<file path="src/design/vf_drive_defs.svh">
// constants for the variable-frequency induction motor drive
// assumes a 20 MHz system clock; included by the drive only
`ifndef VF_DRIVE_DEFS_SVH
`define VF_DRIVE_DEFS_SVH

// ----------------------------------------------------------------------
// clock and time base
// ----------------------------------------------------------------------
`define CLK_HZ 64'd20000000
`define CLK_MHZ 32'd20
`define TICK_US 32'd62500
`define TICKS_PER_SEC 4'hf
`define PWM_SLOW_CHZ 64'd975000
`define PWM_FAST_CHZ 64'd1953000
`define CHZ_PER_HZ 64'd100

// ----------------------------------------------------------------------
// value limits and reset defaults
// ----------------------------------------------------------------------
`define MOD_MAX 8'hc8
`define FREQ_MAX 8'h7f
`define KICK_FREQ_LIMIT 8'h80
`define ACCEL_DEFAULT 8'h0a
`define DECEL_DEFAULT 8'h05
`define CURVE_POINTS 17
`define CURVE_LAST 5'h10
`define CURVE_STEP_DEFAULT 8'h0c
`define PARAM_SLOTS 16
`define STATUS_OK 8'h00
`define STATUS_BAD 8'hff
`define PHASE_INC_PER_HZ 32'hd7

`endif

</file>
<file path="src/design/vf_drive_pkg.sv">
// types used by the drive; the bench and checker use raw codes
// assumes vf_drive_defs.svh is on the include path
package vf_drive_pkg;

  // ----------------------------------------------------------------------
  // drive sequencing states
  // ----------------------------------------------------------------------
  typedef enum logic [1:0] {
    DRV_STOPPED = 2'b00,
    DRV_KICK = 2'b01,
    DRV_RUN = 2'b10
  } drive_state_t;

  // ----------------------------------------------------------------------
  // setting selected by a configuration write
  // ----------------------------------------------------------------------
  typedef enum logic [3:0] {
    SEL_ACCEL = 4'h0,
    SEL_DECEL = 4'h1,
    SEL_KICK_FREQ = 4'h2,
    SEL_KICK_START = 4'h3,
    SEL_KICK_END = 4'h4,
    SEL_KICK_DUR = 4'h5,
    SEL_FREQ = 4'h6,
    SEL_CURVE = 4'h7,
    SEL_LINE = 4'h8,
    SEL_MOTOR = 4'h9,
    SEL_PARAM = 4'ha,
    SEL_KICK_ON = 4'hb,
    SEL_KICK_OFF = 4'hc
  } cfg_sel_t;

endpackage

</file>
<file path="src/design/pwm_channel.sv">
// one edge-aligned pwm output with a double-buffered duty value
// assumes a shared period counter and a wrap pulse from the parent
`timescale 1ns/100ps
`default_nettype none

module pwm_channel (
  input wire logic clk_sys, // system clock
  input wire logic rst, // synchronous reset, active high
  input wire logic wrap, // pulse in the last clock of each period
  input wire logic [11:0] count, // shared period counter
  input wire logic [11:0] duty, // requested high time in clocks
  output logic pwm_out // registered pwm output
);

  logic [11:0] duty_r;
  logic [11:0] duty_nxt;
  logic pwm_out_nxt;

  // take the new duty only at a period boundary to avoid glitches
  always_comb begin
    duty_nxt = wrap ? duty : duty_r;
    pwm_out_nxt = (count < duty_r);
  end

  // register duty and output
  always_ff @(posedge clk_sys) begin
    if (rst) begin
      duty_r <= 12'h000;
      pwm_out <= 1'b0;
    end else begin
      duty_r <= duty_nxt;
      pwm_out <= pwm_out_nxt;
    end
  end

endmodule // pwm_channel

`default_nettype wire

</file>
<file path="src/design/vf_induction_motor_drive.sv">
// open-loop v/f drive for a single-phase induction motor
// assumes synchronous control inputs, one write per strobe, 20 MHz clock
`timescale 1ns/100ps
`default_nettype none
`include "vf_drive_defs.svh"

module vf_induction_motor_drive #(
  parameter int unsigned TICK_CYCLES = `TICK_US * `CLK_MHZ // 62.5 ms
) (
  input wire logic clk_sys, // system clock, 20 MHz
  input wire logic rst, // synchronous reset, active high
  input wire logic switch_rate_select, // 0 slow, 1 fast switching
  input wire logic cfg_wr, // one-cycle write strobe
  input wire logic [3:0] cfg_sel, // which setting is written
  input wire logic [4:0] cfg_index, // curve point or parameter slot
  input wire logic [7:0] cfg_data, // value written
  input wire logic flag_clear_request, // pulse clears tick flag
  input wire logic [3:0] param_rd_index, // parameter slot to read
  output logic [7:0] param_rd_value, // registered slot value
  output logic [7:0] cmd_status, // kick frequency write status
  output logic tick_flag, // sticky 1/16 s flag
  output logic [7:0] actual_freq, // present output frequency, Hz
  output logic [7:0] modulation, // present output modulation, %
  output logic running, // drive not stopped
  output logic kick_active, // kick phase in progress
  output logic drive_output_a, // pwm toward bridge leg a
  output logic drive_output_b // pwm toward bridge leg b
);

  // ----------------------------------------------------------------------
  // time base constants
  // ----------------------------------------------------------------------
  localparam logic [11:0] PER_SLOW =
    12'(`CLK_HZ * `CHZ_PER_HZ / `PWM_SLOW_CHZ);
  localparam logic [11:0] PER_FAST =
    12'(`CLK_HZ * `CHZ_PER_HZ / `PWM_FAST_CHZ);
  localparam logic [20:0] TICK_LAST = 21'(TICK_CYCLES - 1);

  // ----------------------------------------------------------------------
  // state
  // ----------------------------------------------------------------------
  logic [7:0] accel_r, accel_nxt, decel_r, decel_nxt;
  logic [7:0] kick_freq_r, kick_freq_nxt;
  logic [7:0] kick_start_modulation_r, kick_start_modulation_nxt;
  logic [7:0] kick_end_modulation_r, kick_end_modulation_nxt;
  logic [7:0] kick_duration_r, kick_duration_nxt;
  logic kick_en_r, kick_en_nxt;
  logic [7:0] target_r, target_nxt;
  logic [7:0] line_voltage_value_r, line_voltage_value_nxt;
  logic [7:0] motor_rating_value_r, motor_rating_value_nxt;
  logic [7:0] status_r, status_nxt;
  logic [7:0] curve_r [`CURVE_POINTS];
  logic [7:0] curve_nxt [`CURVE_POINTS];
  logic [7:0] param_r [`PARAM_SLOTS];
  logic [7:0] param_nxt [`PARAM_SLOTS];
  logic [7:0] param_rd_nxt;
  vf_drive_pkg::drive_state_t state_r, state_nxt;
  logic [7:0] freq_r, freq_nxt;
  logic [11:0] kick_ticks_r, kick_ticks_nxt;
  logic [20:0] tick_cnt_r, tick_cnt_nxt;
  logic [3:0] sub_sec_r, sub_sec_nxt;
  logic tick_flag_r, tick_flag_nxt;
  logic [11:0] pwm_cnt_r, pwm_cnt_nxt;
  logic [31:0] phase_r, phase_nxt;
  logic [7:0] mod_r, mod_nxt;
  logic [11:0] duty_a_r, duty_a_nxt, duty_b_r, duty_b_nxt;
  logic tick_pulse, sec_pulse, pwm_wrap;
  logic [11:0] period;
  logic [7:0] cv;

  // clip a percentage to the modulation ceiling
  function automatic logic [7:0] clip_mod(input logic [7:0] v);
    clip_mod = (v > `MOD_MAX) ? `MOD_MAX : v;
  endfunction

  // ----------------------------------------------------------------------
  // configuration writes
  // ----------------------------------------------------------------------
  vf_drive_pkg::cfg_sel_t sel;
  assign sel = vf_drive_pkg::cfg_sel_t'(cfg_sel);
  assign cv = cfg_data;

  // decode one write; stopping is handled by the sequencer below
  always_comb begin
    accel_nxt = accel_r;
    decel_nxt = decel_r;
    kick_freq_nxt = kick_freq_r;
    kick_start_modulation_nxt = kick_start_modulation_r;
    kick_end_modulation_nxt = kick_end_modulation_r;
    kick_duration_nxt = kick_duration_r;
    kick_en_nxt = kick_en_r;
    target_nxt = target_r;
    line_voltage_value_nxt = line_voltage_value_r;
    motor_rating_value_nxt = motor_rating_value_r;
    status_nxt = status_r;
    curve_nxt = curve_r;
    param_nxt = param_r;
    param_rd_nxt = param_r[param_rd_index];
    if (cfg_wr) begin
      if (sel == vf_drive_pkg::SEL_ACCEL) begin
        accel_nxt = cv;
      end else if (sel == vf_drive_pkg::SEL_DECEL) begin
        decel_nxt = cv;
      end else if (sel == vf_drive_pkg::SEL_KICK_FREQ) begin
        if (cv < `KICK_FREQ_LIMIT) begin
          kick_freq_nxt = cv;
          status_nxt = `STATUS_OK;
        end else begin
          status_nxt = `STATUS_BAD;
        end
      end else if (sel == vf_drive_pkg::SEL_KICK_START) begin
        kick_start_modulation_nxt = clip_mod(cv);
      end else if (sel == vf_drive_pkg::SEL_KICK_END) begin
        kick_end_modulation_nxt = clip_mod(cv);
      end else if (sel == vf_drive_pkg::SEL_KICK_DUR) begin
        kick_duration_nxt = cv;
      end else if (sel == vf_drive_pkg::SEL_FREQ) begin
        target_nxt = (cv > `FREQ_MAX) ? `FREQ_MAX : cv;
      end else if (sel == vf_drive_pkg::SEL_CURVE) begin
        if (cfg_index <= `CURVE_LAST) begin
          curve_nxt[cfg_index] = clip_mod(cv);
        end
      end else if (sel == vf_drive_pkg::SEL_LINE) begin
        line_voltage_value_nxt = cv;
      end else if (sel == vf_drive_pkg::SEL_MOTOR) begin
        motor_rating_value_nxt = cv;
      end else if (sel == vf_drive_pkg::SEL_PARAM) begin
        param_nxt[cfg_index[3:0]] = cv;
      end else if (sel == vf_drive_pkg::SEL_KICK_ON) begin
        kick_en_nxt = 1'b1;
      end else if (sel == vf_drive_pkg::SEL_KICK_OFF) begin
        kick_en_nxt = 1'b0;
      end
    end
  end

  // register the settings; curve defaults to a straight line
  always_ff @(posedge clk_sys) begin
    if (rst) begin
      accel_r <= `ACCEL_DEFAULT;
      decel_r <= `DECEL_DEFAULT;
      kick_freq_r <= 8'h00;
      kick_start_modulation_r <= 8'h00;
      kick_end_modulation_r <= 8'h00;
      kick_duration_r <= 8'h00;
      kick_en_r <= 1'b0;
      target_r <= 8'h00;
      line_voltage_value_r <= 8'h00;
      motor_rating_value_r <= 8'h00;
      status_r <= `STATUS_OK;
      param_rd_value <= 8'h00;
      for (int i = 0; i < `CURVE_POINTS; i++) begin
        curve_r[i] <= 8'(i) * `CURVE_STEP_DEFAULT;
      end
      for (int i = 0; i < `PARAM_SLOTS; i++) begin
        param_r[i] <= 8'h00;
      end
    end else begin
      accel_r <= accel_nxt;
      decel_r <= decel_nxt;
      kick_freq_r <= kick_freq_nxt;
      kick_start_modulation_r <= kick_start_modulation_nxt;
      kick_end_modulation_r <= kick_end_modulation_nxt;
      kick_duration_r <= kick_duration_nxt;
      kick_en_r <= kick_en_nxt;
      target_r <= target_nxt;
      line_voltage_value_r <= line_voltage_value_nxt;
      motor_rating_value_r <= motor_rating_value_nxt;
      status_r <= status_nxt;
      param_rd_value <= param_rd_nxt;
      curve_r <= curve_nxt;
      param_r <= param_nxt;
    end
  end

  // ----------------------------------------------------------------------
  // tick and one-second time base
  // ----------------------------------------------------------------------
  assign tick_pulse = (tick_cnt_r == TICK_LAST);
  assign sec_pulse = tick_pulse && (sub_sec_r == `TICKS_PER_SEC);

  // a tick in the same cycle as a clear keeps the flag set
  always_comb begin
    tick_cnt_nxt = tick_pulse ? 21'h000000 : tick_cnt_r + 21'h000001;
    sub_sec_nxt = tick_pulse ? sub_sec_r + 4'h1 : sub_sec_r;
    tick_flag_nxt = tick_flag_r;
    if (flag_clear_request) begin
      tick_flag_nxt = 1'b0;
    end
    if (tick_pulse) begin
      tick_flag_nxt = 1'b1;
    end
  end

  // register the time base
  always_ff @(posedge clk_sys) begin
    if (rst) begin
      tick_cnt_r <= 21'h000000;
      sub_sec_r <= 4'h0;
      tick_flag_r <= 1'b0;
    end else begin
      tick_cnt_r <= tick_cnt_nxt;
      sub_sec_r <= sub_sec_nxt;
      tick_flag_r <= tick_flag_nxt;
    end
  end

  // ----------------------------------------------------------------------
  // start, kick and ramp sequencing
  // ----------------------------------------------------------------------
  logic [12:0] kick_len;
  assign kick_len = {1'b0, kick_duration_r, 4'h0};

  always_comb begin
    state_nxt = state_r;
    freq_nxt = freq_r;
    kick_ticks_nxt = kick_ticks_r;
    case (state_r)
      vf_drive_pkg::DRV_STOPPED: begin
        freq_nxt = 8'h00;
        if (target_r != 8'h00) begin
          kick_ticks_nxt = 12'h000;
          if (kick_en_r) begin
            state_nxt = vf_drive_pkg::DRV_KICK;
            freq_nxt = kick_freq_r;
          end else begin
            state_nxt = vf_drive_pkg::DRV_RUN;
          end
        end
      end
      vf_drive_pkg::DRV_KICK: begin
        if (target_r == 8'h00) begin
          state_nxt = vf_drive_pkg::DRV_STOPPED;
        end else if ({1'b0, kick_ticks_r} >= kick_len) begin
          state_nxt = vf_drive_pkg::DRV_RUN;
        end else if (tick_pulse) begin
          kick_ticks_nxt = kick_ticks_r + 12'h001;
        end
      end
      vf_drive_pkg::DRV_RUN: begin
        if (target_r == 8'h00) begin
          state_nxt = vf_drive_pkg::DRV_STOPPED;
        end else if (sec_pulse) begin
          if (freq_r < target_r) begin
            freq_nxt = (target_r - freq_r > accel_r) ?
              freq_r + accel_r : target_r;
          end else if (freq_r > target_r) begin
            freq_nxt = (freq_r - target_r > decel_r) ?
              freq_r - decel_r : target_r;
          end
        end
      end
      default: state_nxt = vf_drive_pkg::DRV_STOPPED;
    endcase
  end

  // register the sequencer
  always_ff @(posedge clk_sys) begin
    if (rst) begin
      state_r <= vf_drive_pkg::DRV_STOPPED;
      freq_r <= 8'h00;
      kick_ticks_r <= 12'h000;
    end else begin
      state_r <= state_nxt;
      freq_r <= freq_nxt;
      kick_ticks_r <= kick_ticks_nxt;
    end
  end

  // ----------------------------------------------------------------------
  // modulation: curve, kick ramp and voltage compensation
  // ----------------------------------------------------------------------
  logic [7:0] c_lo, c_hi, curve_mod, kick_mod, base_mod;
  logic [10:0] interp;
  logic [19:0] kick_prod;
  logic [15:0] comp;

  always_comb begin
    c_lo = curve_r[freq_r[6:3]];
    c_hi = curve_r[5'(freq_r[6:3]) + 5'h01];
    interp = 11'(c_lo * (4'h8 - {1'b0, freq_r[2:0]}))
      + 11'(c_hi * freq_r[2:0]);
    curve_mod = 8'(interp >> 3);
    kick_prod = 20'((kick_end_modulation_r - kick_start_modulation_r)
      * kick_ticks_r);
    kick_mod = (kick_len == 13'h0000) ? kick_end_modulation_r :
      kick_start_modulation_r + 8'(kick_prod / 20'(kick_len));
    base_mod = (state_r == vf_drive_pkg::DRV_KICK) ? kick_mod : curve_mod;
    // a zero line value would divide by zero, so pass through unscaled
    comp = (line_voltage_value_r == 8'h00) ? 16'(base_mod) :
      16'(base_mod * motor_rating_value_r) / 16'(line_voltage_value_r);
    mod_nxt = (comp > 16'(`MOD_MAX)) ? `MOD_MAX : comp[7:0];
  end

  // ----------------------------------------------------------------------
  // switching period, phase and duty computation
  // ----------------------------------------------------------------------
  assign period = switch_rate_select ? PER_FAST : PER_SLOW;
  assign pwm_wrap = (pwm_cnt_r >= period - 12'h001);

  logic [1:0] quad;
  logic [3:0] sidx;
  logic [7:0] sine;
  logic [15:0] amp;
  logic [10:0] half, off;

  always_comb begin
    pwm_cnt_nxt = pwm_wrap ? 12'h000 : pwm_cnt_r + 12'h001;
    phase_nxt = phase_r + freq_r * `PHASE_INC_PER_HZ;
    quad = phase_r[31:30];
    sidx = quad[0] ? ~phase_r[29:26] : phase_r[29:26];
    case (sidx)
      4'h0: sine = 8'h0d;
      4'h1: sine = 8'h25;
      4'h2: sine = 8'h3e;
      4'h3: sine = 8'h56;
      4'h4: sine = 8'h6d;
      4'h5: sine = 8'h83;
      4'h6: sine = 8'h98;
      4'h7: sine = 8'hab;
      4'h8: sine = 8'hbd;
      4'h9: sine = 8'hcd;
      4'ha: sine = 8'hdb;
      4'hb: sine = 8'he7;
      4'hc: sine = 8'hf0;
      4'hd: sine = 8'hf7;
      4'he: sine = 8'hfc;
      default: sine = 8'hff;
    endcase
    amp = sine * mod_r;
    half = period[11:1];
    off = 11'((27'(amp) * 27'(half)) >> 16);
    if (state_r == vf_drive_pkg::DRV_STOPPED) begin
      duty_a_nxt = 12'h000; // both legs low while stopped
      duty_b_nxt = 12'h000;
    end else if (quad[1]) begin
      duty_a_nxt = 12'(half - off);
      duty_b_nxt = 12'(half + off);
    end else begin
      duty_a_nxt = 12'(half + off);
      duty_b_nxt = 12'(half - off);
    end
  end

  // register modulation, phase and duty
  always_ff @(posedge clk_sys) begin
    if (rst) begin
      pwm_cnt_r <= 12'h000;
      phase_r <= 32'h00000000;
      mod_r <= 8'h00;
      duty_a_r <= 12'h000;
      duty_b_r <= 12'h000;
    end else begin
      pwm_cnt_r <= pwm_cnt_nxt;
      phase_r <= phase_nxt;
      mod_r <= mod_nxt;
      duty_a_r <= duty_a_nxt;
      duty_b_r <= duty_b_nxt;
    end
  end

  // the two bridge legs
  pwm_channel leg_a (
    .clk_sys(clk_sys),
    .rst(rst),
    .wrap(pwm_wrap),
    .count(pwm_cnt_r),
    .duty(duty_a_r),
    .pwm_out(drive_output_a)
  );

  pwm_channel leg_b (
    .clk_sys(clk_sys),
    .rst(rst),
    .wrap(pwm_wrap),
    .count(pwm_cnt_r),
    .duty(duty_b_r),
    .pwm_out(drive_output_b)
  );

  // ----------------------------------------------------------------------
  // status outputs
  // ----------------------------------------------------------------------
  assign cmd_status = status_r;
  assign tick_flag = tick_flag_r;
  assign actual_freq = freq_r;
  assign modulation = mod_r;
  assign running = (state_r != vf_drive_pkg::DRV_STOPPED);
  assign kick_active = (state_r == vf_drive_pkg::DRV_KICK);

endmodule // vf_induction_motor_drive

`default_nettype wire

</file>
<file path="config.mk">
export PLATFORM = sky130hd
export DESIGN_NAME = vf_induction_motor_drive
export DESIGN_NICKNAME = d
export VERILOG_FILES = /design/src/design/vf_drive_pkg.sv /design/src/design/pwm_channel.sv /design/src/design/vf_induction_motor_drive.sv
export VERILOG_INCLUDE_DIRS = /design/src /design/src/design
export SDC_FILE = /design/constraint.sdc
export NUM_CORES = 2
export LEC_CHECK = 0
export BUFFER_PORTS_ARGS = -buffer_cell sky130_fd_sc_hd__buf_2
export CAP_MARGIN = 30
export CORE_AREA = 8 8 335 337
export CTS_CLUSTER_SIZE = 25
export DETAILED_ROUTE_END_ITERATION = 10
export DIE_AREA = 0 0 343 345
export SYNTH_ARGS = -nofsm -noshare
export SYNTH_HDL_FRONTEND = slang
export SYNTH_SLANG_ARGS = --single-unit
</file>
<file path="constraint.sdc">
create_clock -name clk_sys -period 82.8 [get_ports clk_sys]
set_input_delay 24.84 -clock clk_sys [delete_from_list [all_inputs] [get_ports clk_sys]]
set_output_delay 24.84 -clock clk_sys [all_outputs]
set_load 0.05 [all_outputs]
</file>
==> reports/results.txt <==
Post-synth top cells: 758 x nor2_1, 565 x ha_1, 494 x dfxtp_1, 451 x inv_1, 406 x nand2_1
Worst slack, placed: 6810 ps
Setup TNS: 0 ps
Die Area: 118000 µm²
Largest area contributor in the netlist: dfxtp_1
Ports: 63
CP max FO: 16
Largest net degree at the start of global routing: 88
Combined area of the multi-input logic cells: 35200 µm²
Die H: 345 µm
CTS max path bufs: 3
Sequential area share after synthesis: 20.7%
Final worst path period need: 75790 ps
Crit path launch type: flop
HP Class: flop to flop
Synth area leaders: dfxtp_1 21%, ha_1 15%, fa_1 9.2%
Number of enable flip-flop cells after synthesis: 0
Slew @ Worst Pin: 1050 ps
DRC: 0
H-tree depth: 2
F_max: 13.2 MHz
Register bit total from synthesis: 494
Max-Slew Margin vs Limit: 30.0%
Global-route wire length before repair: 199000 µm
Crit path max-delay cell type: nor3_1
Fin nets: 6350
Share of layout cells above drive strength 1: 8.07%
Synth warn: 0
Total grt overflow: 0
Synth unique cells: 110
# placed instances: 6881
Fin cells: 6994
Most numerous cell in the Yosys netlist: nor2_1
Vias in the first global route: 38000
Final setup vio count: 0
Post-DR vias/cell: 5.56
Crit end category: flop
# rows: 120
Crit path largest cell delay: 760 ps
Register area: 9890 µm²
Initial antenna violation count: 11
# fillers: 10400
Via count: 38900
Syn Area/Cell: 8.52 µm²
ANT nets after route: 0
Cell Area, Synth: 47700 µm²
Req. time, crit path: 83300 ps
RSZ-0062 raised after global routing: no
Post-route setup slack: 7010 ps
Arr. time, crit path: 76280 ps
Total wire length: 122000 µm
Worst-Skew Late Latency: 650 ps
Period utilization: 91.5%
Fin. max-slew vios: 0
DP HPWL: 90400 µm
DRT iter0 DRCs: 2088
Core area: 107000 µm²
Worst path most repeated cell: o21a_1
Final Hold Fails: 0
Starting density of the core: 44.8%
# hold bufs at CTS: 0
Clk slew on worst S/H paths: 60 ps
Drt first pass iters: 5
Mapped Cells: 5600
Total track usage: 20.1%
Num CTS Buffers: 57
P&R area growth vs syn: 7.74%
R2r setup slk: 7010 ps
Gpl congestion: 0.868
Asr flop ratio synth: 0%
Main flop type after synthesis: dfxtp_1
Clock sinks: 494
Critical setup path kind: flop to flop
Clk_skew: 34.8 ps
Share of the synthesized area in the top cell type: 20.7%
Port bufs: 62
Status: complete, no violations
Die X: 343 µm
TritonCTS clock tree: built
Root Driver: clkbuf_16
WL per Instance: 17.4 µm
Max-Cap Viols: 0
state kept, by name (all words and copies together) (netlist names), 8 cells and up:
signal / flops
kick_freq_r: 8
param_rd_value: 8
decel_r: 8
duty_b_r: 11
motor_rating_value_r: 8
line_voltage_value_r: 8
curve_r: 136
tick_cnt_r: 21
kick_ticks_r: 12
accel_r: 8
param_r: 128
leg_b.duty_r: 11
pwm_cnt_r: 12
kick_start_modulation_r: 8
leg_a.duty_r: 12
phase_r: 32
duty_a_r: 12
kick_end_modulation_r: 8
target_r: 8
modulation: 8
kick_duration_r: 8
actual_freq: 8
final cells by class:
class,count,share of cell area (%)
Timing Repair Buffer,117,1.47
Sequential cell,494,19.3
Tap cell,1403,3.42
Multi-Input combinational cell,4412,68.5
Antenna cell,4,0.0195
Clock inverter,23,0.762
Clock buffer,84,3.21
Inverter,457,3.34
repair_timing:
item	in CTS	in global routing
endpoints found under the hold margin	0	0
endpoints found under the setup margin	0	1
buffers inserted	0	0
resized for setup	0	3
layout by cell type (no fill, tap or decap), types with 142 or more instances in the layout:
cell type and count:
a21oi_1 314, and2_1 181, dfxtp_1 492, fa_1 220, ha_1 565, inv_1 451
mux2i_1 251, nand2_1 406, nor2_1 758, o21ai_0 151, xnor2_1 142
cells by family (layout without fill, tap and decap cells):
logic type | count (synthesis) | after routing | synth area share (%)
fa+ha+maj | 788 | 788 | 24.1
xor+xnor | 241 | 241 | 4.42
other cells | 1 | 15 | 0.00786
buf+inv | 704 | 681 | 5.67
flops | 494 | 494 | 20.7
mux | 416 | 416 | 11.8
simple gates | 1902 | 1902 | 18.6
compound gates | 1054 | 1054 | 14.7
per-layer routing:
layer | part of all wire, % | wire [µm] | GRT usage [%]
met4 | 2.7 | 3250 | 5.22
met5 | 0.057 | 69 | 0
met1 | 47 | 57800 | 27.4
met2 | 46 | 55500 | 33.5
met3 | 4.3 | 5300 | 2.56
metrics by stage:
stage	hold WS [ps]	utilization [%]	cell area, µm²
after floorplan	418	-	47700
after CTS	449	48.2	51400
after global placement	432	46.2	49200
after global routing	470	48.2	51400
final	446	48.2	51400
after detailed placement	439	46.3	49300
critical path, delay by kind of cell, from the launching register on:
family,cells,cell delay [ps]
compound gates,175,37690
simple gates,77,17160
fa+ha+maj,46,15390
buf+inv,18,2340
mux,4,1410
xor+xnor,4,1050
flops,1,460
path summary, 6_finish.rpt:
check                        startpoint             to  cells past startpoint
max          kick_start_modulation_r[1]  modulation[0]                    324
min                       tick_cnt_r[0]  tick_cnt_r[0]                      1
max reg2reg  kick_start_modulation_r[1]  modulation[0]                    324
min reg2reg               tick_cnt_r[0]  tick_cnt_r[0]                      1
Power is left out: the tool's default activity adds up to more than one toggle a clock period on the data nets, which glitch-free logic cannot reach.
